$ cat src/adcss_pkg.sv
/*
  Shared constants and types for the converter scan sequencer: register map,
  field positions, reset values and sequencer states.
  Assumes a 32-bit AXI4-Lite register bus with byte addresses.
*/
package adcss_pkg;

  // register byte offsets
  localparam logic [7:0] ADCSS_OFS_CONVERTER_CONTROL = 8'h00;
  localparam logic [7:0] ADCSS_OFS_TRIGGER_INPUT_SELECT = 8'h04;
  localparam logic [7:0] ADCSS_OFS_FLAG_REGISTER = 8'h08;
  localparam logic [7:0] ADCSS_OFS_IRQ_ENABLE_REGISTER = 8'h0C;
  localparam logic [7:0] ADCSS_OFS_RESULT_BASE = 8'h10;
  localparam logic [7:0] ADCSS_OFS_RESULT_LAST = 8'h2C;

  // converter_control field positions
  localparam int ADCSS_CTL_BLOCK_ENABLE = 0;
  localparam int ADCSS_CTL_START = 1;
  localparam int ADCSS_CTL_CONVERTING = 10;
  localparam int ADCSS_CTL_INDEX_LSB = 12;

  // trigger_input_select field positions
  localparam int ADCSS_TRG_SAMPLE_LSB = 0;
  localparam int ADCSS_TRG_SOURCE_LSB = 4;
  localparam int ADCSS_TRG_REPEAT = 6;
  localparam int ADCSS_TRG_ALIGN = 7;
  localparam int ADCSS_TRG_FIRST_LSB = 8;
  localparam int ADCSS_TRG_LAST_LSB = 11;

  // reset values
  localparam logic [2:0] ADCSS_RST_SAMPLE_SEL = 3'h7;
  localparam logic [15:0] ADCSS_RST_ZERO16 = 16'h0000;

  // trigger_source_select codes
  localparam logic [1:0] ADCSS_SRC_SOFTWARE = 2'h0;
  localparam logic [1:0] ADCSS_SRC_TIMER = 2'h1;
  localparam logic [1:0] ADCSS_SRC_EXTERNAL = 2'h3;

  // sampling window is the select value plus this many clocks
  localparam logic [3:0] ADCSS_SAMPLE_BASE = 4'h4;
  localparam logic [2:0] ADCSS_TOP_INPUT = 3'h7;

  // bus answers
  localparam logic [1:0] ADCSS_RESP_OKAY = 2'h0;
  localparam logic [1:0] ADCSS_RESP_SLVERR = 2'h2;

  typedef enum logic [1:0] {
    ADCSS_ST_IDLE = 2'b00,
    ADCSS_ST_SAMPLE = 2'b01,
    ADCSS_ST_CONVERT = 2'b10
  } adcss_state_t;

  // request toward the analog converter core
  typedef struct packed {
    logic sample;
    logic convert_go;
    logic [2:0] input_sel;
  } adcss_core_req_t;

endpackage

$ cat src/adcss_scan_sequencer.sv
/*
  Scan sequencer of a 12-bit successive-approximation converter channel with
  its AXI4-Lite register file, trigger selection, result store and flags.
  Assumes I_CLOCK is the shared timer operating clock, the timer underflow
  pulse is on that clock, the trigger pin is asynchronous, and the analog
  core answers a convert request with a one-cycle done pulse and its data.
*/
// The address map and the AXI4-Lite interface to the registers were chosen for this implementation.
`timescale 1ns/1ps
`default_nettype none

// Notes on behaviour
// - two-bit field picks trigger source
// - external mode: start arms, falling pin edge starts
// - timer mode: start arms, next underflow starts one scan; a one-time pass disarms
// - software mode: writing start begins immediately
// - triggers while converting are discarded
// - accepted trigger sets busy on next clock, sampling starts on the clock after
// - clearing start finishes current conversion, then halts
// - scan first to last input ascending
// - one-time mode stops after one pass
// - continuous mode rescans until start cleared
// - start stays set; rewrite 0 then 1
// - done flag set on load, write-1 clears
// - overwrite flag when done still set
// - overwrite error never stops the scan
// - interrupt only for enabled set flags
// - current index field shows converting input
// - after stop shows last input, top reads 0
// - converting flag is the busy indication
// - block enable gates operation, reads back
// - result low or high twelve bits
// - source codes 3 pin, 1 timer, 0 software
// - sampling window is select plus four
// - repeat select 1 continuous, 0 one-time
// - alignment applies at once to stored results
module adcss_scan_sequencer
  import adcss_pkg::*;
(
  // clock and reset
  input wire logic I_CLOCK,
  input wire logic I_RESET,
  // axi4-lite write address and data
  input wire logic I_AXI_AWVALID,
  input wire logic [7:0] I_AXI_AWADDR,
  output logic O_AXI_AWREADY,
  input wire logic I_AXI_WVALID,
  input wire logic [31:0] I_AXI_WDATA,
  input wire logic [3:0] I_AXI_WSTRB,
  output logic O_AXI_WREADY,
  // axi4-lite write response
  output logic O_AXI_BVALID,
  output logic [1:0] O_AXI_BRESP,
  input wire logic I_AXI_BREADY,
  // axi4-lite read
  input wire logic I_AXI_ARVALID,
  input wire logic [7:0] I_AXI_ARADDR,
  output logic O_AXI_ARREADY,
  output logic O_AXI_RVALID,
  output logic [31:0] O_AXI_RDATA,
  output logic [1:0] O_AXI_RRESP,
  input wire logic I_AXI_RREADY,
  // trigger sources
  input wire logic I_EXTERNAL_TRIGGER_N,
  input wire logic I_TIMER_UNDERFLOW,
  // analog converter core
  output adcss_core_req_t O_CORE_REQ,
  input wire logic I_CORE_DONE,
  input wire logic [11:0] I_CORE_DATA,
  // interrupt request
  output logic O_IRQ
);

  // ---------------- bus slave state ----------------
  logic aw_rdy_r, w_rdy_r, aw_hold_r, w_hold_r, bvalid_r;
  logic [1:0] bresp_r;
  logic [7:0] aw_addr_r;
  logic [31:0] w_data_r;
  logic [3:0] w_strb_r;
  logic ar_rdy_r, rvalid_r;
  logic [1:0] rresp_r;
  logic [31:0] rdata_r;

  // ---------------- register state ----------------
  logic block_enable_r, start_r, start_q_r;
  logic [15:0] trg_r;
  logic [7:0] done_flag_r, ovw_flag_r, done_ien_r, ovw_ien_r;
  logic [11:0] result_mem [0:7];
  logic irq_r;

  // ---------------- sequencer state ----------------
  adcss_state_t state_r, state_nxt;
  logic [2:0] idx_r, idx_nxt;
  logic [2:0] shown_idx_r, shown_idx_nxt;
  logic [3:0] cnt_r, cnt_nxt;
  logic armed_r, armed_nxt;
  logic pend_r, pend_nxt;
  logic go_nxt;
  adcss_core_req_t core_r;

  // trigger pin synchroniser and filtered level
  logic ext_s1_r, ext_s2_r, ext_s3_r, ext_level_r;

  // field views of trigger_input_select
  wire [2:0] sample_cycles_select = trg_r[ADCSS_TRG_SAMPLE_LSB +: 3];
  wire [1:0] trigger_source_select = trg_r[ADCSS_TRG_SOURCE_LSB +: 2];
  wire repeat_mode_select = trg_r[ADCSS_TRG_REPEAT];
  wire result_alignment_select = trg_r[ADCSS_TRG_ALIGN];
  wire [2:0] first_input_select = trg_r[ADCSS_TRG_FIRST_LSB +: 3];
  wire [2:0] last_input_select = trg_r[ADCSS_TRG_LAST_LSB +: 3];

  // converting flag covers the pending start cycle too, so no trigger slips in
  wire converting_flag = pend_r | (state_r != ADCSS_ST_IDLE);

  // ---------------- write decode ----------------
  wire do_wr = aw_hold_r & w_hold_r & ~bvalid_r;
  wire [15:0] wmask = {{8{w_strb_r[1]}}, {8{w_strb_r[0]}}};
  wire [15:0] wbits = w_data_r[15:0] & wmask;
  wire wr_ctl = do_wr & (aw_addr_r == ADCSS_OFS_CONVERTER_CONTROL);
  wire wr_trg = do_wr & (aw_addr_r == ADCSS_OFS_TRIGGER_INPUT_SELECT);
  wire wr_intf = do_wr & (aw_addr_r == ADCSS_OFS_FLAG_REGISTER);
  wire wr_inte = do_wr & (aw_addr_r == ADCSS_OFS_IRQ_ENABLE_REGISTER);
  wire wr_res = do_wr & (aw_addr_r >= ADCSS_OFS_RESULT_BASE) &
                (aw_addr_r <= ADCSS_OFS_RESULT_LAST) & (aw_addr_r[1:0] == 2'h0);
  wire wr_ok = wr_ctl | wr_trg | wr_intf | wr_inte | wr_res;
  wire [15:0] trg_merged = (trg_r & ~wmask) | wbits;
  wire [15:0] inte_merged = ({ovw_ien_r, done_ien_r} & ~wmask) | wbits;
  wire [15:0] flag_clear = wr_intf ? wbits : ADCSS_RST_ZERO16;
  wire ctl_lane = wr_ctl & w_strb_r[0];

  // ---------------- read decode ----------------
  wire rd_take = I_AXI_ARVALID & ar_rdy_r;
  wire [7:0] ra = I_AXI_ARADDR;
  wire rd_res = (ra >= ADCSS_OFS_RESULT_BASE) & (ra <= ADCSS_OFS_RESULT_LAST) &
                (ra[1:0] == 2'h0);
  wire [7:0] res_ofs = ra - ADCSS_OFS_RESULT_BASE;
  wire [11:0] res_raw = result_mem[res_ofs[4:2]];
  // alignment is applied on the way out, so a change realigns every result at once
  wire [15:0] res_view = result_alignment_select ? {res_raw, 4'h0} : {4'h0, res_raw};
  wire [15:0] ctl_view = {1'b0, shown_idx_r, 1'b0, converting_flag, 8'h00,
                          start_r, block_enable_r};
  wire rd_ok = rd_res | (ra == ADCSS_OFS_CONVERTER_CONTROL) |
               (ra == ADCSS_OFS_TRIGGER_INPUT_SELECT) | (ra == ADCSS_OFS_FLAG_REGISTER) |
               (ra == ADCSS_OFS_IRQ_ENABLE_REGISTER);
  wire [15:0] rd_val = (ra == ADCSS_OFS_CONVERTER_CONTROL) ? ctl_view :
                       (ra == ADCSS_OFS_TRIGGER_INPUT_SELECT) ? trg_r :
                       (ra == ADCSS_OFS_FLAG_REGISTER) ? {ovw_flag_r, done_flag_r} :
                       (ra == ADCSS_OFS_IRQ_ENABLE_REGISTER) ? {ovw_ien_r, done_ien_r} :
                       rd_res ? res_view : ADCSS_RST_ZERO16;

  // ---------------- trigger selection ----------------
  wire start_rise = start_r & ~start_q_r;
  wire ext_fall = ext_level_r & (ext_s2_r == ext_s3_r) & ~ext_s2_r;
  wire sel_sw = trigger_source_select == ADCSS_SRC_SOFTWARE;
  wire sel_tmr = trigger_source_select == ADCSS_SRC_TIMER;
  wire sel_ext = trigger_source_select == ADCSS_SRC_EXTERNAL;
  wire trig_event = (sel_sw & start_rise) |
                    (sel_tmr & armed_r & I_TIMER_UNDERFLOW) |
                    (sel_ext & armed_r & ext_fall);
  wire trig_accept = trig_event & block_enable_r & ~converting_flag;
  wire [3:0] sample_len = {1'b0, sample_cycles_select} + ADCSS_SAMPLE_BASE;
  wire store = (state_r == ADCSS_ST_CONVERT) & I_CORE_DONE;
  wire keep_running = start_r & block_enable_r;

  // sequencer next state
  always_comb begin
    state_nxt = state_r;
    idx_nxt = idx_r;
    shown_idx_nxt = shown_idx_r;
    cnt_nxt = cnt_r;
    armed_nxt = armed_r;
    pend_nxt = 1'b0;
    go_nxt = 1'b0;
    // arming follows the start bit, so a stop needs 0 then 1 to rearm
    if (!start_r) begin
      armed_nxt = 1'b0;
    end else if (start_rise && !sel_sw) begin
      armed_nxt = 1'b1;
    end
    case (state_r)
      ADCSS_ST_IDLE: begin
        if (pend_r) begin
          state_nxt = ADCSS_ST_SAMPLE;
          idx_nxt = first_input_select;
          shown_idx_nxt = first_input_select;
          cnt_nxt = sample_len;
        end else if (trig_accept) begin
          pend_nxt = 1'b1;
        end
      end
      ADCSS_ST_SAMPLE: begin
        if (cnt_r == 4'h1) begin
          state_nxt = ADCSS_ST_CONVERT;
          go_nxt = 1'b1;
        end else begin
          cnt_nxt = cnt_r - 4'h1;
        end
      end
      ADCSS_ST_CONVERT: begin
        // an overwrite error has no say here: the scan goes on regardless
        if (store) begin
          if (!keep_running) begin
            state_nxt = ADCSS_ST_IDLE;
            shown_idx_nxt = (idx_r == ADCSS_TOP_INPUT) ? 3'h0 : idx_r;
          end else if (idx_r == last_input_select) begin
            if (repeat_mode_select) begin
              state_nxt = ADCSS_ST_SAMPLE;
              idx_nxt = first_input_select;
              shown_idx_nxt = first_input_select;
              cnt_nxt = sample_len;
            end else begin
              state_nxt = ADCSS_ST_IDLE;
              armed_nxt = 1'b0;
              shown_idx_nxt = (idx_r == ADCSS_TOP_INPUT) ? 3'h0 : idx_r;
            end
          end else begin
            state_nxt = ADCSS_ST_SAMPLE;
            idx_nxt = idx_r + 3'h1;
            shown_idx_nxt = idx_r + 3'h1;
            cnt_nxt = sample_len;
          end
        end
      end
      default: begin
        state_nxt = ADCSS_ST_IDLE;
      end
    endcase
  end

  // sequencer registers and core request
  always_ff @(posedge I_CLOCK or posedge I_RESET) begin
    if (I_RESET) begin
      state_r <= ADCSS_ST_IDLE;
      idx_r <= 3'h0;
      shown_idx_r <= 3'h0;
      cnt_r <= 4'h0;
      armed_r <= 1'b0;
      pend_r <= 1'b0;
      core_r <= '0;
    end else begin
      state_r <= state_nxt;
      idx_r <= idx_nxt;
      shown_idx_r <= shown_idx_nxt;
      cnt_r <= cnt_nxt;
      armed_r <= armed_nxt;
      pend_r <= pend_nxt;
      core_r.sample <= (state_nxt == ADCSS_ST_SAMPLE);
      core_r.convert_go <= go_nxt;
      core_r.input_sel <= idx_nxt;
    end
  end

  // trigger pin: three stages, a level counts once stages two and three agree
  always_ff @(posedge I_CLOCK or posedge I_RESET) begin
    if (I_RESET) begin
      ext_s1_r <= 1'b1;
      ext_s2_r <= 1'b1;
      ext_s3_r <= 1'b1;
      ext_level_r <= 1'b1;
    end else begin
      ext_s1_r <= I_EXTERNAL_TRIGGER_N;
      ext_s2_r <= ext_s1_r;
      ext_s3_r <= ext_s2_r;
      if (ext_s2_r == ext_s3_r) begin
        ext_level_r <= ext_s2_r;
      end
    end
  end

  // control and select registers; start is never cleared by hardware
  always_ff @(posedge I_CLOCK or posedge I_RESET) begin
    if (I_RESET) begin
      block_enable_r <= 1'b0;
      start_r <= 1'b0;
      start_q_r <= 1'b0;
      trg_r <= {13'h0000, ADCSS_RST_SAMPLE_SEL};
      done_ien_r <= 8'h00;
      ovw_ien_r <= 8'h00;
    end else begin
      start_q_r <= start_r;
      if (ctl_lane) begin
        block_enable_r <= w_data_r[ADCSS_CTL_BLOCK_ENABLE];
        start_r <= w_data_r[ADCSS_CTL_START];
      end
      if (wr_trg) begin
        trg_r <= trg_merged & 16'h3FF7; // reserved bits stay zero
      end
      if (wr_inte) begin
        {ovw_ien_r, done_ien_r} <= inte_merged;
      end
    end
  end

  // per-input flags: a set in the clearing cycle wins over the clear
  genvar m;
  generate
    for (m = 0; m < 8; m = m + 1) begin : g_input
      wire hit = store & (idx_r == m[2:0]);
      always_ff @(posedge I_CLOCK or posedge I_RESET) begin
        if (I_RESET) begin
          done_flag_r[m] <= 1'b0;
          ovw_flag_r[m] <= 1'b0;
        end else begin
          done_flag_r[m] <= hit | (done_flag_r[m] & ~flag_clear[m]);
          ovw_flag_r[m] <= (hit & done_flag_r[m]) |
                           (ovw_flag_r[m] & ~flag_clear[m + 8]);
        end
      end
      // results are held raw; reset leaves them at zero
      always_ff @(posedge I_CLOCK or posedge I_RESET) begin
        if (I_RESET) begin
          result_mem[m] <= 12'h000;
        end else if (hit) begin
          result_mem[m] <= I_CORE_DATA;
        end
      end
    end
  endgenerate

  // one interrupt line from the enabled flags
  always_ff @(posedge I_CLOCK or posedge I_RESET) begin
    if (I_RESET) begin
      irq_r <= 1'b0;
    end else begin
      irq_r <= |({ovw_flag_r, done_flag_r} & {ovw_ien_r, done_ien_r});
    end
  end

  // write channels: address and data captured in either order
  always_ff @(posedge I_CLOCK or posedge I_RESET) begin
    if (I_RESET) begin
      aw_rdy_r <= 1'b0;
      w_rdy_r <= 1'b0;
      aw_hold_r <= 1'b0;
      w_hold_r <= 1'b0;
      aw_addr_r <= 8'h00;
      w_data_r <= 32'h00000000;
      w_strb_r <= 4'h0;
    end else begin
      if (I_AXI_AWVALID && aw_rdy_r) begin
        aw_rdy_r <= 1'b0;
        aw_hold_r <= 1'b1;
        aw_addr_r <= I_AXI_AWADDR;
      end else if (!aw_hold_r && !bvalid_r) begin
        aw_rdy_r <= 1'b1;
      end
      if (I_AXI_WVALID && w_rdy_r) begin
        w_rdy_r <= 1'b0;
        w_hold_r <= 1'b1;
        w_data_r <= I_AXI_WDATA;
        w_strb_r <= I_AXI_WSTRB;
      end else if (!w_hold_r && !bvalid_r) begin
        w_rdy_r <= 1'b1;
      end
      if (do_wr) begin
        aw_hold_r <= 1'b0;
        w_hold_r <= 1'b0;
      end
    end
  end

  // write response, unmapped addresses answer slverr
  always_ff @(posedge I_CLOCK or posedge I_RESET) begin
    if (I_RESET) begin
      bvalid_r <= 1'b0;
      bresp_r <= ADCSS_RESP_OKAY;
    end else if (do_wr) begin
      bvalid_r <= 1'b1;
      bresp_r <= wr_ok ? ADCSS_RESP_OKAY : ADCSS_RESP_SLVERR;
    end else if (I_AXI_BREADY) begin
      bvalid_r <= 1'b0;
    end
  end

  // read channel: data registered one cycle after the address is taken
  always_ff @(posedge I_CLOCK or posedge I_RESET) begin
    if (I_RESET) begin
      ar_rdy_r <= 1'b0;
      rvalid_r <= 1'b0;
      rdata_r <= 32'h00000000;
      rresp_r <= ADCSS_RESP_OKAY;
    end else begin
      if (rd_take) begin
        ar_rdy_r <= 1'b0;
        rvalid_r <= 1'b1;
        rdata_r <= {16'h0000, rd_val};
        rresp_r <= rd_ok ? ADCSS_RESP_OKAY : ADCSS_RESP_SLVERR;
      end else if (rvalid_r && I_AXI_RREADY) begin
        rvalid_r <= 1'b0;
      end else if (!rvalid_r && !ar_rdy_r) begin
        ar_rdy_r <= 1'b1;
      end
    end
  end

  // outputs straight from flip-flops
  assign O_AXI_AWREADY = aw_rdy_r;
  assign O_AXI_WREADY = w_rdy_r;
  assign O_AXI_BVALID = bvalid_r;
  assign O_AXI_BRESP = bresp_r;
  assign O_AXI_ARREADY = ar_rdy_r;
  assign O_AXI_RVALID = rvalid_r;
  assign O_AXI_RDATA = rdata_r;
  assign O_AXI_RRESP = rresp_r;
  assign O_CORE_REQ = core_r;
  assign O_IRQ = irq_r;

endmodule

`default_nettype wire

$ cat config.mk
export PLATFORM = sky130hd
export DESIGN_NAME = adcss_scan_sequencer
export DESIGN_NICKNAME = d
export VERILOG_FILES = /design/src/adcss_pkg.sv /design/src/adcss_scan_sequencer.sv
export SDC_FILE = /design/constraint.sdc
export NUM_CORES = 1
export LEC_CHECK = 0
export BUFFER_PORTS_ARGS = -buffer_cell sky130_fd_sc_hd__buf_2
export CELL_PAD_IN_SITES_DETAIL_PLACEMENT = 1
export CELL_PAD_IN_SITES_GLOBAL_PLACEMENT = 1
export CORE_MARGIN = 4
export CORE_UTILIZATION = 34
export DETAILED_ROUTE_END_ITERATION = 8
export GPL_TIMING_DRIVEN = 0
export PLACE_DENSITY = 0.61
export SLEW_MARGIN = 5
export SYNTH_ARGS = -nofsm -noshare
export SYNTH_HDL_FRONTEND = slang
export SYNTH_SLANG_ARGS = --single-unit
$ cat constraint.sdc
create_clock -name I_CLOCK -period 5.75 [get_ports I_CLOCK]
set_input_delay 0.2875 -clock I_CLOCK [delete_from_list [all_inputs] [get_ports I_CLOCK]]
set_output_delay 0.2875 -clock I_CLOCK [all_outputs]
set_load 0.005 [all_outputs]
==> run summary <==
outcome = complete, no violations
Max VDD drop = 0.188 mV
Post-Layout Cell Count = 1414
Initial Util = 34.3%
Hold Path Origin = I_AXI_WDATA[14]
antenna cell count = 0
switch share = 30.2%
Hold Fails Final Rpt = 0
WP data required = 6.16 ns
Final period util = 43.9%
Int Pwr = 3.25 mW
Die X = 184 um
die area = 0.0337 mm2
first-pass GRT wire length = 48.3 mm
synth unique cells = 74
Post-CTS Resized = 0
gpl congestion = 0.827
share of cells above drive strength 1 = 36.0%
largest net degree at the start of global routing = 38
drt pass-1 iters = 4
cell family with most CP delay = buffers and inverters
row count = 64
sequential area share after synthesis = 51.7%
fill cell count = 3266
grt ovf = 0
Sequential Power Share = 45.1%
dominant cell by count in the synthesized netlist = dfrtp_1
slowest stage cell, crit path = clkbuf_1
placed wire-length estimate = 22.3 mm
clock buffer depth = 3
Final setup viols = 0
TritonCTS sink count = 216
root buf cell = clkbuf_16
detailed-route via count = 7395
initial DRC count = 416
placed cell count = 1342
core area = 0.0305 mm2
ys async rst share = 100%
Residual DRC = 0
Post-synth top flop = dfrtp_1
Buf+Inv Stages, Crit Path = 1
Most common cell on crit path = ha_1
post-placement cell area = 0.0116 mm2
initial antenna violation count = 0
RR Endpoint = result_mem[53]
CP Capture Type = flip-flop
NetSw = 1.40 mW
Achievable Freq = 397 MHz
final instance area = 0.0127 mm2
top cell type's share of synthesized area = 49.9%
Seq cells post-synth = 216
RSZ-0062 raised after global routing = false
critical path fanouts, max = 10
total negative slack = 0 ns
worst min-delay path class = primary input to flip-flop
vias in the first global route = 7930
worst path arrival time = 2.93 ns
Final Max Slew Viols = 0
Mapped Cells = 841
top cells by area, synth = dfrtp_1 50%, mux2_2 16%, mux4_2 3.0%
pwr dens = 368 mW/mm2
CP Launch Type = flip-flop
total leakage power = 6.02 nW
post-route ant nets = 0
crit-path cells = ha_1 -> ha_1 -> nand3_1 -> clkbuf_1 -> mux2_2
max incr delay on CP = 0.65 ns
Area Overhead vs Synth = 20.8%
clock latency at the later pin of the worst-skew pair = 0.52 ns
Max Cap Viol = 0
io pins = 121
Post-synth EDFFs = 0
clk_skew = 0.00845 ns
Yosys top cell by area = dfrtp_1
Avg Inst Size Synth = 12.5 um2
Max-slew headroom = 39.0%
DR WL/cell = 21.6 um
detailed-route vias per instance = 5.23
die height = 184 um
Worst-path clk slew = 0.06 ns
Final Net Count = 1081
Worst-Margin Slew = 0.914 ns
Hold EP = w_data_r[14]
Routed WL = 30.6 mm
Commonest cells post-synth = 209 x dfrtp_1, 153 x mux2_2, 64 x nand2_1, 33 x nor2_1, 26 x inv_1
CTS tree = yes
htree depth = 1
total track usage = 18.3%
combinational power share = 20.2%
CTS Buf Count = 26
cell count of the worst reg-to-reg path = 5
r2r setup slk = 3.23 ns
Port Buffers = 82
Min Hold Slack = 0.0132 ns
WS Path Type = flip-flop to flip-flop
Min-Delay Path Depth = 2
Crit Reg-Reg Startpoint = O_CORE_REQ[0]
min Tclk post-route = 2.52 ns
mapped cell area = 0.0105 mm2
Clk network pwr share = 34.6%
yosys warns = 0
==> worst max path at each step <==
stage                              from              to  slack [ns]  cells past startpoint
after floorplan                 I_RESET   O_AXI_ARREADY        2.66                      1
after global placement          I_RESET  result_mem[62]        1.11                      2
after detailed placement  O_CORE_REQ[0]  result_mem[53]        3.21                      5
after CTS                 O_CORE_REQ[0]  result_mem[49]        3.20                      5
after global routing      O_CORE_REQ[0]  result_mem[54]        3.13                      5
final                     O_CORE_REQ[0]  result_mem[53]        3.23                      5
==> area by class of cell <==
class                      instances  area, um2  share of cell area [%]
tap                              396        495                    3.91
multi-input combinational        553       4680                    37.0
clock inverter                     9       75.1                   0.593
clock buffer                      39        771                    6.09
timing repair buffer             112        771                    6.09
buffer                            63        348                    2.75
inverter                          26        101                   0.801
sequential                       216       5410                    42.8
==> through the flow <==
| stage | setup WS (ns) | power, mW | util [%] |
|---|---|---|---|
| finish | 3.23 | 4.65 | 41.5 |
| global route | 3.13 | 4.92 | 41.5 |
| CTS | 3.20 | 4.72 | 41.5 |
| detailed placement | 3.21 | 3.06 | 37.9 |
| global placement | 1.11 | 3.02 | 37.5 |
| floorplan | 2.66 | 2.66 | - |
==> cell families after synthesis <==
group	count (synthesis)	synth area share [%]
and+or+nand+nor	190	9.60
muxes	194	23.1
other	1	0.0358
adders and majority gates	10	1.17
xor gates and xnor gates	4	0.549
AOI/OAI and AO/OA	137	9.59
DFF	216	51.7
buffers and inverters	89	4.25
==> routing by layer <==
layer / global-route usage [%] / vias to the layer above / wire length [um] / share of wire [%]
met5: 0 / - / 0 / 0
met4: 3.34 / 0 / 465 / 1.5
met3: 2.35 / 34 / 1320 / 4.3
met2: 29.0 / 151 / 14300 / 47
met1: 27.1 / 3827 / 14500 / 47
li1: - / 3383 / - / -
==> timing repair <==
action	4_1_cts	5_1_grt
buffers inserted	0	0
hold endpoints to repair	44	0
hold buffers	24	0
==> power by group through the flow <==
stage / combinational (mW) / sequential (mW) / clock, mW
after detailed placement: 0.936 / 2.13 / 0
final: 0.940 / 2.10 / 1.61
after global routing: 1.05 / 2.15 / 1.72
after CTS: 0.954 / 2.10 / 1.66
after floorplan: 0.643 / 2.02 / 0
after global placement: 0.903 / 2.12 / 0
==> cell usage in the layout (no fill, tap or decap), types with 7 or more instances in the layout <==
cell / n
a21oi_1: 19
a221oi_1: 9
a22o_1: 8
a31oi_1: 11
and3_1: 11
buf_2: 102
buf_4: 19
clkbuf_1: 28
clkbuf_16: 27
conb_1: 18
dfrtp_1: 209
dfstp_2: 7
dlygate4sd3_1: 24
ha_1: 9
inv_1: 25
mux2_2: 153
mux2i_1: 20
mux4_1: 7
mux4_2: 14
nand2_1: 64
nand2b_1: 8
nand3_1: 20
nor2_1: 33
o21ai_0: 23
o2bb2ai_1: 7
Note: power is estimated with default switching activity, not from simulation.
